$ cat config.mk
export PLATFORM = sky130hd
export DESIGN_NAME = flq_query_table
export DESIGN_NICKNAME = d
export VERILOG_FILES = /design/src/logic/flq_table_rom.v /design/src/logic/flq_query_table.v
export VERILOG_INCLUDE_DIRS = /design/src /design/src/logic
export SDC_FILE = /design/constraint.sdc
export NUM_CORES = 1
export LEC_CHECK = 0
export BUFFER_PORTS_ARGS = -buffer_cell sky130_fd_sc_hd__buf_2
export CAP_MARGIN = 20
export CORE_ASPECT_RATIO = 1.75
export CORE_MARGIN = 2
export CORE_UTILIZATION = 40
export DETAILED_ROUTE_END_ITERATION = 10
export PLACE_DENSITY_LB_ADDON = 0.05
export SYNTH_ARGS = -nofsm -noshare
export SYNTH_HDL_FRONTEND = slang
export SYNTH_HIERARCHICAL = 1
export SYNTH_SLANG_ARGS = --single-unit
$ cat constraint.sdc
create_clock -name i_clock -period 1.6 [get_ports i_clock]
set_clock_uncertainty 0.2 [all_clocks]
set_input_delay 0 -clock i_clock [delete_from_list [all_inputs] [get_ports i_clock]]
set_output_delay 0 -clock i_clock [all_outputs]
set_load 0.02 [all_outputs]
$ cat src/logic/flq_map.vh
`ifndef FLQ_MAP_VH
`define FLQ_MAP_VH

// ==========================================================
// Bus widths and zero byte
// ==========================================================
`define FLQ_DATA_W         16
`define FLQ_BYTE_W         8
`define FLQ_SEC_OFS_W      12
`define FLQ_ZERO_BYTE      8'h00

// ==========================================================
// Command codes, command address pattern and reserved fill
// ==========================================================
`define FLQ_CMD_QUERY_A    8'h90
`define FLQ_CMD_QUERY_B    8'h98
`define FLQ_CMD_RESET      8'hF0
`define FLQ_THIRD_COMMAND_ADDRESS_PATTERN 8'h55
`define FLQ_RESERVED_FILL  8'hFF

// ==========================================================
// Table word offsets (within the selected sector)
// ==========================================================
`define FLQ_OFS_MIN_PROG_SUPPLY     8'h1B
`define FLQ_OFS_MAX_PROG_SUPPLY     8'h1C
`define FLQ_OFS_MIN_AUX_SUPPLY      8'h1D
`define FLQ_OFS_MAX_AUX_SUPPLY      8'h1E
`define FLQ_OFS_TYP_WORD_PROG       8'h1F
`define FLQ_OFS_TYP_BUF_PROG        8'h20
`define FLQ_OFS_TYP_BLOCK_ERASE     8'h21
`define FLQ_OFS_TYP_DEV_ERASE       8'h22
`define FLQ_OFS_MAX_WORD_PROG       8'h23
`define FLQ_OFS_MAX_BUF_PROG        8'h24
`define FLQ_OFS_MAX_BLOCK_ERASE     8'h25
`define FLQ_OFS_MAX_DEV_ERASE       8'h26
`define FLQ_OFS_CAPACITY_EXP        8'h27
`define FLQ_OFS_IF_WIDTH_LO         8'h28
`define FLQ_OFS_IF_WIDTH_HI         8'h29
`define FLQ_OFS_WBUF_SIZE_LO        8'h2A
`define FLQ_OFS_WBUF_SIZE_HI        8'h2B
`define FLQ_OFS_REGION_COUNT        8'h2C
`define FLQ_OFS_REGION_BLOCKS_LO    8'h2D
`define FLQ_OFS_REGION_BLOCKS_HI    8'h2E
`define FLQ_OFS_REGION_BSIZE_LO     8'h2F
`define FLQ_OFS_REGION_BSIZE_HI     8'h30
`define FLQ_OFS_EXT_SIG_0           8'h40
`define FLQ_OFS_EXT_SIG_1           8'h41
`define FLQ_OFS_EXT_SIG_2           8'h42
`define FLQ_OFS_EXT_MAJOR           8'h43
`define FLQ_OFS_EXT_MINOR           8'h44
`define FLQ_OFS_UNLOCK_PROCESS      8'h45
`define FLQ_OFS_ERASE_SUSPEND       8'h46
`define FLQ_OFS_PROTECT_GROUP       8'h47
`define FLQ_OFS_TEMP_UNPROTECT      8'h48
`define FLQ_OFS_PROTECT_SCHEME      8'h49

// ==========================================================
// Table word values (low byte; high byte is always zero)
// ==========================================================
`define FLQ_VAL_MIN_PROG_SUPPLY     8'h17
`define FLQ_VAL_MAX_PROG_SUPPLY     8'h19
`define FLQ_VAL_MIN_AUX_SUPPLY      8'h85
`define FLQ_VAL_MAX_AUX_SUPPLY      8'h95
`define FLQ_VAL_TYP_WORD_PROG       8'h05
`define FLQ_VAL_TYP_BUF_PROG        8'h08
`define FLQ_VAL_TYP_BLOCK_ERASE     8'h08
`define FLQ_VAL_TYP_DEV_ERASE       8'h10
`define FLQ_VAL_MAX_WORD_PROG       8'h02
`define FLQ_VAL_MAX_BUF_PROG        8'h02
`define FLQ_VAL_MAX_BLOCK_ERASE     8'h01
`define FLQ_VAL_MAX_DEV_ERASE       8'h01
`define FLQ_VAL_CAPACITY_EXP        8'h1B
`define FLQ_VAL_IF_WIDTH_LO         8'h01
`define FLQ_VAL_IF_WIDTH_HI         8'h00
`define FLQ_VAL_WBUF_SIZE_LO        8'h09
`define FLQ_VAL_WBUF_SIZE_HI        8'h00
`define FLQ_VAL_REGION_COUNT        8'h01
`define FLQ_VAL_REGION_BLOCKS_LO    8'hFF
`define FLQ_VAL_REGION_BLOCKS_HI    8'h03
`define FLQ_VAL_REGION_BSIZE_LO     8'h00
`define FLQ_VAL_REGION_BSIZE_HI     8'h02
`define FLQ_VAL_EXT_SIG_0           8'h50
`define FLQ_VAL_EXT_SIG_1           8'h52
`define FLQ_VAL_EXT_SIG_2           8'h49
`define FLQ_VAL_EXT_MAJOR           8'h31
`define FLQ_VAL_EXT_MINOR           8'h35
`define FLQ_VAL_UNLOCK_PROCESS      8'h21
`define FLQ_VAL_ERASE_SUSPEND       8'h02
`define FLQ_VAL_PROTECT_GROUP       8'h01
`define FLQ_VAL_TEMP_UNPROTECT      8'h00
`define FLQ_VAL_PROTECT_SCHEME      8'h09

`endif

$ cat src/logic/flq_table_rom.v
`timescale 1ns/1ps
`include "flq_map.vh"

// ==========================================================
// Query parameter table lookup (pure combinational)
// ==========================================================
module flq_table_rom #(
  parameter [7:0] FILL = `FLQ_RESERVED_FILL  // Value of offsets outside the table
) (
  input  wire [7:0] i_offset,                // Word offset within the sector
  output reg  [7:0] o_byte                   // Low byte of the table word
);

  // Constant table; no state, so order of reads never matters
  always @* begin
    case (i_offset)
      `FLQ_OFS_MIN_PROG_SUPPLY:  o_byte = `FLQ_VAL_MIN_PROG_SUPPLY;
      `FLQ_OFS_MAX_PROG_SUPPLY:  o_byte = `FLQ_VAL_MAX_PROG_SUPPLY;
      `FLQ_OFS_MIN_AUX_SUPPLY:   o_byte = `FLQ_VAL_MIN_AUX_SUPPLY;
      `FLQ_OFS_MAX_AUX_SUPPLY:   o_byte = `FLQ_VAL_MAX_AUX_SUPPLY;
      `FLQ_OFS_TYP_WORD_PROG:    o_byte = `FLQ_VAL_TYP_WORD_PROG;
      `FLQ_OFS_TYP_BUF_PROG:     o_byte = `FLQ_VAL_TYP_BUF_PROG;
      `FLQ_OFS_TYP_BLOCK_ERASE:  o_byte = `FLQ_VAL_TYP_BLOCK_ERASE;
      `FLQ_OFS_TYP_DEV_ERASE:    o_byte = `FLQ_VAL_TYP_DEV_ERASE;
      `FLQ_OFS_MAX_WORD_PROG:    o_byte = `FLQ_VAL_MAX_WORD_PROG;
      `FLQ_OFS_MAX_BUF_PROG:     o_byte = `FLQ_VAL_MAX_BUF_PROG;
      `FLQ_OFS_MAX_BLOCK_ERASE:  o_byte = `FLQ_VAL_MAX_BLOCK_ERASE;
      `FLQ_OFS_MAX_DEV_ERASE:    o_byte = `FLQ_VAL_MAX_DEV_ERASE;
      `FLQ_OFS_CAPACITY_EXP:     o_byte = `FLQ_VAL_CAPACITY_EXP;
      `FLQ_OFS_IF_WIDTH_LO:      o_byte = `FLQ_VAL_IF_WIDTH_LO;
      `FLQ_OFS_IF_WIDTH_HI:      o_byte = `FLQ_VAL_IF_WIDTH_HI;
      `FLQ_OFS_WBUF_SIZE_LO:     o_byte = `FLQ_VAL_WBUF_SIZE_LO;
      `FLQ_OFS_WBUF_SIZE_HI:     o_byte = `FLQ_VAL_WBUF_SIZE_HI;
      `FLQ_OFS_REGION_COUNT:     o_byte = `FLQ_VAL_REGION_COUNT;
      `FLQ_OFS_REGION_BLOCKS_LO: o_byte = `FLQ_VAL_REGION_BLOCKS_LO;
      `FLQ_OFS_REGION_BLOCKS_HI: o_byte = `FLQ_VAL_REGION_BLOCKS_HI;
      `FLQ_OFS_REGION_BSIZE_LO:  o_byte = `FLQ_VAL_REGION_BSIZE_LO;
      `FLQ_OFS_REGION_BSIZE_HI:  o_byte = `FLQ_VAL_REGION_BSIZE_HI;
      `FLQ_OFS_EXT_SIG_0:        o_byte = `FLQ_VAL_EXT_SIG_0;
      `FLQ_OFS_EXT_SIG_1:        o_byte = `FLQ_VAL_EXT_SIG_1;
      `FLQ_OFS_EXT_SIG_2:        o_byte = `FLQ_VAL_EXT_SIG_2;
      `FLQ_OFS_EXT_MAJOR:        o_byte = `FLQ_VAL_EXT_MAJOR;
      `FLQ_OFS_EXT_MINOR:        o_byte = `FLQ_VAL_EXT_MINOR;
      `FLQ_OFS_UNLOCK_PROCESS:   o_byte = `FLQ_VAL_UNLOCK_PROCESS;
      `FLQ_OFS_ERASE_SUSPEND:    o_byte = `FLQ_VAL_ERASE_SUSPEND;
      `FLQ_OFS_PROTECT_GROUP:    o_byte = `FLQ_VAL_PROTECT_GROUP;
      `FLQ_OFS_TEMP_UNPROTECT:   o_byte = `FLQ_VAL_TEMP_UNPROTECT;
      `FLQ_OFS_PROTECT_SCHEME:   o_byte = `FLQ_VAL_PROTECT_SCHEME;
      // Reserved or uncovered offsets read a stable fill
      default:                   o_byte = FILL;
    endcase
  end

endmodule

$ cat src/logic/flq_query_table.v
// What this block does
// - Query command at third pattern enters query when all banks idle
// - Only reset command leaves query mode
// - Upper data byte of table words zero
// - Main supply limits read 0017h, 0019h
// - Auxiliary supply limits read 0085h, 0095h
// - Offset 1Fh reads 0005h
// - Offset 20h reads 0008h
// - Offset 21h reads 0008h
// - Offset 22h reads 0010h
// - Offset 23h reads 0002h
// - Offset 24h reads 0002h
// - Offset 25h reads 0001h
// - Offset 26h reads 0001h
// - Offset 27h reads capacity exponent 001Bh
// - Offsets 28h, 29h read 0001h, 0000h
// - Offsets 2Ah, 2Bh read 0009h, 0000h
// - Offset 2Ch reads one erase region
// - Block count words 00FFh, 0003h
// - Block size words 0000h, 0002h
// - Offsets 40h-42h read signature codes
// - Offsets 43h, 44h read 0031h, 0035h
// - Offset 45h reads 0021h
// - Offset 46h reads 0002h
// - Offset 47h reads 0001h
// - Offset 48h reads 0000h
// - Offset 49h reads 0009h
`timescale 1ns/1ps
`include "flq_map.vh"

// ==========================================================
// Flash query parameter table with query-mode control
// ==========================================================
module flq_query_table #(
  parameter       ADDR_W    = 23,                  // Word address width
  parameter [7:0] RESET_CMD = `FLQ_CMD_RESET,      // Command that leaves query mode
  parameter [7:0] FILL      = `FLQ_RESERVED_FILL   // Reserved offset fill value
) (
  input  wire                   i_clock,           // Bus clock
  input  wire                   i_srst,            // Synchronous reset, high
  input  wire [ADDR_W-1:0]      i_addr,            // Word address of the access
  input  wire [`FLQ_DATA_W-1:0] i_wdata,           // Command write data
  input  wire                   i_we,              // Write strobe, one cycle
  input  wire                   i_re,              // Read strobe, one cycle
  input  wire                   i_banks_idle,      // All banks in read mode
  input  wire [`FLQ_DATA_W-1:0] i_array_rdata,     // Array data for normal reads
  output wire [`FLQ_DATA_W-1:0] o_rdata,           // Read data
  output wire                   o_rvalid,          // Read data valid pulse
  output wire                   o_query_mode,      // Query mode active
  output wire                   o_cmd_reject       // Query entry refused pulse
);

  // ========================================================
  // State encoding (one-hot)
  // ========================================================
  localparam [1:0] ST_ARRAY = 2'b01;               // Normal array reads
  localparam [1:0] ST_QUERY = 2'b10;               // Table reads

  // ========================================================
  // Helper functions
  // ========================================================

  // True when the command byte asks for query mode
  function is_query_cmd;
    input [`FLQ_BYTE_W-1:0] cmd;
    begin
      is_query_cmd = (cmd == `FLQ_CMD_QUERY_A) || (cmd == `FLQ_CMD_QUERY_B);
    end
  endfunction

  // True when the low word bits match the third pattern
  function is_third_command_address_pattern;
    input [ADDR_W-1:0] addr;
    begin
      is_third_command_address_pattern =
        (addr[`FLQ_BYTE_W-1:0] == `FLQ_THIRD_COMMAND_ADDRESS_PATTERN);
    end
  endfunction

  // Offset within the sector; upper address bits are ignored
  function [`FLQ_SEC_OFS_W-1:0] sector_offset;
    input [ADDR_W-1:0] addr;
    begin
      sector_offset = addr[`FLQ_SEC_OFS_W-1:0];
    end
  endfunction

  // ========================================================
  // Registers
  // ========================================================
  reg  [1:0]              state_r;                 // Current mode
  reg  [1:0]              state_nxt;               // Next mode
  reg  [`FLQ_DATA_W-1:0]  rdata_r;                 // Read data register
  reg  [`FLQ_DATA_W-1:0]  rdata_nxt;               // Next read data
  reg                     rvalid_r;                // Read valid register
  reg                     query_r;                 // Query mode flag output
  reg                     reject_r;                // Refused entry pulse
  reg                     reject_nxt;              // Next refused pulse

  // ========================================================
  // Combinational signals
  // ========================================================
  wire [`FLQ_BYTE_W-1:0]    cmd_byte;              // Low data byte of a write
  wire [`FLQ_SEC_OFS_W-1:0] rd_offset;             // Sector offset of a read
  wire                      in_table_page;         // Offset below 100h
  wire [`FLQ_BYTE_W-1:0]    rom_byte;              // Table lookup result
  wire [`FLQ_BYTE_W-1:0]    table_byte;            // Table byte or fill
  wire                      query_req;             // Query command written
  wire                      reset_req;             // Reset command written

  // Upper command data bits are don't care
  assign cmd_byte = i_wdata[`FLQ_BYTE_W-1:0];

  // Offset used for table lookup
  assign rd_offset = sector_offset(i_addr);

  // Only the first page of the sector holds the table
  assign in_table_page =
    (rd_offset[`FLQ_SEC_OFS_W-1:`FLQ_BYTE_W] == {(`FLQ_SEC_OFS_W-`FLQ_BYTE_W){1'b0}});

  assign query_req = i_we && is_query_cmd(cmd_byte) && is_third_command_address_pattern(i_addr);

  assign reset_req = i_we && (cmd_byte == RESET_CMD);

  // ========================================================
  // Table lookup
  // ========================================================

  flq_table_rom #(
    .FILL     (FILL)
  ) u_rom (
    .i_offset (rd_offset[`FLQ_BYTE_W-1:0]),
    .o_byte   (rom_byte)
  );

  assign table_byte = in_table_page ? rom_byte : FILL;

  // ========================================================
  // Mode state machine
  // ========================================================

  // Next mode and refused-entry pulse
  always @* begin
    state_nxt  = state_r;
    reject_nxt = 1'b0;
    case (state_r)
      // Array mode: wait for a query command
      ST_ARRAY: begin
        if (query_req && i_banks_idle) begin
          state_nxt = ST_QUERY;
        end else if (query_req) begin
          reject_nxt = 1'b1;
        end
      end
      // Query mode: stay until reset command
      ST_QUERY: begin
        if (reset_req) begin
          state_nxt = ST_ARRAY;
        end
      end
      // Illegal code recovers to array mode
      default: begin
        state_nxt = ST_ARRAY;
      end
    endcase
  end

  // Mode and status registers
  always @(posedge i_clock) begin
    if (i_srst) begin
      state_r  <= ST_ARRAY;
      query_r  <= 1'b0;
      reject_r <= 1'b0;
    end else begin
      state_r  <= state_nxt;
      query_r  <= (state_nxt == ST_QUERY);
      reject_r <= reject_nxt;
    end
  end

  // ========================================================
  // Read path
  // ========================================================

  // Select data by the mode in force when the read is taken
  always @* begin
    rdata_nxt = rdata_r;
    if (i_re) begin
      if (state_r == ST_QUERY) begin
        rdata_nxt = {`FLQ_ZERO_BYTE, table_byte};
      end else begin
        // Array mode passes memory data through
        rdata_nxt = i_array_rdata;
      end
    end
  end

  // Read data and valid registers
  always @(posedge i_clock) begin
    if (i_srst) begin
      rdata_r  <= {`FLQ_DATA_W{1'b0}};
      rvalid_r <= 1'b0;
    end else begin
      rdata_r  <= rdata_nxt;
      rvalid_r <= i_re;
    end
  end

  // ========================================================
  // Outputs, all from flip-flops
  // ========================================================
  assign o_rdata      = rdata_r;
  assign o_rvalid     = rvalid_r;
  assign o_query_mode = query_r;
  assign o_cmd_reject = reject_r;

endmodule

Word-level counts from Yosys, hierarchy flattened --
Memories as Yosys holds them, arrays and structs flattened. Cells that the tools add are included.
Word-level totals: flip-flop bits (word level) 21, output and inout bits 19, word-level logic and storage cells 28, latch bits 0, input bits 60, bits in read-only memories 1024, RAM bits 0, memories kept 1
Memories:
- (name not given) | depth 128, width 8, rd ports 1, clocked after Yosys merged registers in 0, write ports 0, line flq_table_rom.v:16 | case (i_offset)
Operators by class: div/mod/pow operators 0, multiply operators 0, equal/unequal tests 7, bitwise operators 1, shift operators 0, $lt $le $gt $ge 0, multiplexer cells 7, add/sub/neg operators 0, reduce and logical (&&, ||, !) cells 7
Operators by type and width (count):
- $eq 8x8->1 const B | 3
- $mux 16 | 1
- $mux 8 | 2
- $eq 8x7->1 const B | 1
- $eq 2x2->1 const B | 2
- $logic_and 1x1->1 | 4
- $logic_not 4->1 | 1
- $mux 2 | 2
- $pmux 2 s2 | 1
- $reduce_or 3->1 | 1
- $eq 2x1->1 const B | 1
- $logic_or 1x1->1 | 1
- $mux 1 | 1
- $not 1->1 | 1

Depth between registers and ports, before layout --
word-level depth 8, mapped depth 8, gate-level depth less buffers 8

Cells and area by module --
The synthesis kept the hierarchy.
Modules (own cells, without submodules):
- flq_query_table | area an instance 905.9 sq um, sequential area each 420.4 sq um, times used 1, cells each 105
- flq_table_rom | area an instance 511.7 sq um, sequential area each 0.0 sq um, times used 1, cells each 75

Least setup slack after synthesis --
OpenSTA, ideal clock, no wires.
kind input port to flip-flop, start input port i_wdata[1], end register query_r (netlist: o_query_mode), slack -0.036 ns, cell stages on the path 4, arrival 1.313 ns, data required time 1.277 ns, cell sequence or4b_4 > or4_1 > a31oi_1 > nor3b_1
On the way: longest elaborated chain between the ends 8, elaborated cells on any way between the ends 12
Ends and longest elaborated chain:
- start: declaration | line flq_query_table.v:42 | input wire [`FLQ_DATA_W-1:0] i_wdata,
- $eq 8x8->1 (no source line)
- $logic_or 1x1->1 | line flq_query_table.v:67 | is_query_cmd = (cmd == `FLQ_CMD_QUERY_A) || (cmd == `FLQ_CMD_QUERY_B);
- $logic_and 1x1->1 (2 in a row) | line flq_query_table.v:121 | assign query_req = i_we && is_query_cmd(cmd_byte) && is_third_command_address_pattern(i_addr);
- $logic_and 1x1->1 | line flq_query_table.v:149 | if (query_req && i_banks_idle) begin
- $mux 2 | line flq_query_table.v:149
- $pmux 2 s2 * | line flq_query_table.v:146 | case (state_r)
- $eq 2x2->1 * | line flq_query_table.v:176 | query_r <= (state_nxt == ST_QUERY);
- end signal: assignment | line flq_query_table.v:176
- end: declaration | line flq_query_table.v:96 | reg query_r;
Every way passes the cells marked *; elsewhere a longest branch is shown, timed or not. A chain may end at the register's enable or synchronous reset.

Worst setup path after layout --
start register state_r[0], end register query_r (netlist: o_query_mode)
On the way: longest elaborated chain between the ends 3, elaborated cells on any way between the ends 6
Ends and longest elaborated chain:
- start: declaration | line flq_query_table.v:91 | reg [1:0] state_r;
- start signal: assignment | line flq_query_table.v:175 | state_r <= state_nxt;
- $eq 2x2->1, or another cell as far along | line flq_query_table.v:146
- $pmux 2 s2 * | line flq_query_table.v:146
- $eq 2x2->1 * | line flq_query_table.v:176
Marked as above.

==> impl_metrics.tcl <==
set metrics [dict create \
    maxSlewViolCount 0 \
    pwr_density_cell_nw_per_um2 578 \
    grt_max_degree 21 \
    ys_seq_elements 21 \
    worst_slew_pin_slew_ns 0.400 \
    end_kind "flop" \
    synth.distinct_cells 45 \
    rows 28 \
    start_util_pct 41.7 \
    dp_hpwl_mm 3.53 \
    synth_nets 249 \
    rsz0062_at_grt "true" \
    fmax_mhz 645 \
    ys_seq_area_share_pct 29.7 \
    routabilityCongestion 0.883 \
    final_core_util_pct 66.5 \
    hold_ws_ns 0.00441 \
    core_area_um2 3400 \
    area_delta_synth_final_pct 59.3 \
    final_nets 347 \
    ys.flop_type "dfxtp_1" \
    r2r_start "state_r[0]" \
    cts_sinks 21 \
    async_flop_share_pct 0 \
    grt_pass1_wl_mm 7.75 \
    path_class "reg2reg" \
    cp.buffers_inverters 1 \
    synth_area_per_cell_um2 7.88 \
    min_from "i_wdata[3]" \
    dr.pass1.iters 4 \
    critical_path.top_delay_family "simple AND/OR/NAND/NOR gates" \
    io_buffers 59 \
    p_leak_nw 1.05 \
    drt-total-wl_mm 4.73 \
    clk_path_buf_depth 2 \
    grt_pass1_vias 1780 \
    fin_crit_ns 1.55 \
    required_ns 1.59 \
    drive_above_1_share_pct 37.9 \
    yosys_warnings 6 \
    setup_viol 0 \
    ctsRootBufferMaster "clkbuf_8" \
    worstSetupStartpoint "state_r[0]" \
    vias_per_cell 5.34 \
    synthesis.area_um2 1420 \
    peakVddDrop_v 0.000350 \
    htree_num_levels 1 \
    fp.dieH_um 82.8 \
    grt_remaining_overflow 0 \
    cts_buffers 3 \
    wl_per_cell_um 14.7 \
    outcome "completed" \
    r2r_setup_slack_ns 0.05 \
    crit_arrival_ns 1.54 \
    drc 0 \
    track_usage_pct 24.3 \
    cp-start-kind "flop" \
    worstPathMaxFanout 3 \
    insertion_delay_ns 0.25 \
    vias 1721 \
    fillers 328 \
    slew_headroom_pct 73.3 \
    slowest_stage "a2111oi_4" \
    path_cells "inv_1 > ha_4 > nand4b_1 > nor3_2 > a2111oi_4 > nor3b_2" \
    fin_crit_sh_pct 96.9 \
    hold_violations 0 \
    first_iter_violations 54 \
    antenna_cells 0 \
    synthCells 180 \
    antenna_found_initial 0 \
    pin_count 79 \
    min_path_type "in2reg" \
    die_w_um 49 \
    ant_nets 0 \
    die-area_um2 4050 \
    slowest_delay_ns 0.35 \
    clk_pin_slew_worst_paths_ns 0.07 \
    cts_tree "done" \
    synth-edff-count 0 \
    maxCapViolations 0 \
]
timing repair:
action	4_1_cts	5_1_grt
pin swaps	0	1
resized for setup	4	13
endpoints found under the setup margin	8	11
endpoints found under the hold margin	21	0
setup buffers	0	2
hold buffers	20	0
layout by cell type (no fill, tap or decap), drive strengths merged, types with 4 or more instances in the layout:
master,Yosys,final
nor2,21,21
nor2b,13,13
a21oi,14,14
nor3,9,9
inv,4,4
nand2,12,12
buf,5,85
dlygate4sd3,0,20
ha,9,9
nand3,6,6
dfxtp,21,21
o22ai,8,8
worst register-to-register path: stages (launching register included):
cell and delay (ns):
dfxtp_2 0.33, inv_1 0.06, ha_4 0.17, nand4b_1 0.11, nor3_2 0.07, a2111oi_4 0.35, nor3b_2 0.21
synth_stat cells (2+ instances only):
cell | count | area [µm²]
buf_2 | 4 | 20.0
nand2b_1 | 3 | 18.8
nor2_1 | 21 | 78.8
mux2_2 | 2 | 22.5
o2111ai_1 | 2 | 17.5
o211ai_1 | 3 | 22.5
dfxtp_1 | 21 | 420
a31oi_1 | 3 | 18.8
a221o_1 | 2 | 20.0
a21oi_1 | 14 | 70.1
o21ai_0 | 2 | 10.0
a21o_1 | 3 | 22.5
o22ai_1 | 8 | 50.1
ha_1 | 9 | 113
clkbuf_1 | 7 | 26.3
nor2b_1 | 13 | 81.3
nand4b_1 | 2 | 17.5
mux2i_1 | 2 | 20.0
and3_1 | 3 | 18.8
inv_1 | 4 | 15.0
o2bb2ai_1 | 2 | 17.5
nor3_1 | 9 | 45.0
nor3b_1 | 2 | 15.0
nor4_1 | 2 | 12.5
nand2_1 | 12 | 45.0
nand3_1 | 6 | 30.0
report_power, final:
group / leakage [nW] / internal, W / switching (W)
clock network: 0.0255 / 0.000173 / 0.000163
logic: 0.850 / 0.000201 / 0.000206
registers: 0.173 / 0.000549 / 0.0000133
total: 1.05 / 0.000923 / 0.000383
cell type report:
cell class | count | area (µm²) | share of cell area [%]
Multi-Input combinational cell | 143 | 1020 | 45.0
Timing Repair Buffer | 105 | 703 | 31.1
Sequential cell | 21 | 422 | 18.7
Tap cell | 45 | 56.3 | 2.49
Clock buffer | 3 | 41.3 | 1.83
Inverter | 4 | 15.0 | 0.665
Clock inverter | 1 | 5.00 | 0.222
layer usage:
| metal | vias to the layer above | part of all wire [%] | wire [µm] | GRT usage (%) |
|---|---|---|---|---|
| met2 | 53 | 58 | 2750 | 51.9 |
| met5 | - | 0 | 0 | 0 |
| met4 | 0 | 3.5 | 165 | 12.6 |
| met3 | 14 | 3.1 | 148 | 2.52 |
| met1 | 804 | 35 | 1670 | 21.8 |
| li1 | 850 | - | - | - |
flip-flops by register name (all words and copies together) (netlist names):
signal,flops
o_query_mode,1
o_rdata,16
o_cmd_reject,1
o_rvalid,1
state_r,2
final timing paths:
kind	endpoint	cells past startpoint
worst min-delay path	o_query_mode	4
worst max-delay path	o_query_mode	6
worst min register to register	o_rdata[7]	2
worst max register to register	o_query_mode	6
cells by family (layout without fill, tap and decap cells):
logic type	Yosys count	after routing	synth area share, %
buffers and inverters	16	113	4.59
AO/OA/AOI/OAI	47	47	22.2
adder cells (fa/ha/maj)	9	9	7.94
flip-flops	21	21	29.7
multiplexers	4	4	3.00
AND/OR/NAND/NOR	83	83	32.6
stage by stage:
stage	setup WS, ns	TNS (ns)	instance area [µm²]	std cells	power [W]
after floorplan	-0.00122	-0.00122	1420	180	0.000762
after global routing	-0.0333	-0.0808	2260	322	0.00137
final	0.0497	0	2260	322	0.00131
after detailed placement	-0.164	-1.30	1910	296	0.000925
after CTS	0.0154	0	2170	320	0.00130
after global placement	-0.163	-1.13	1910	296	0.000917
Power figures use the tool's default switching activity.
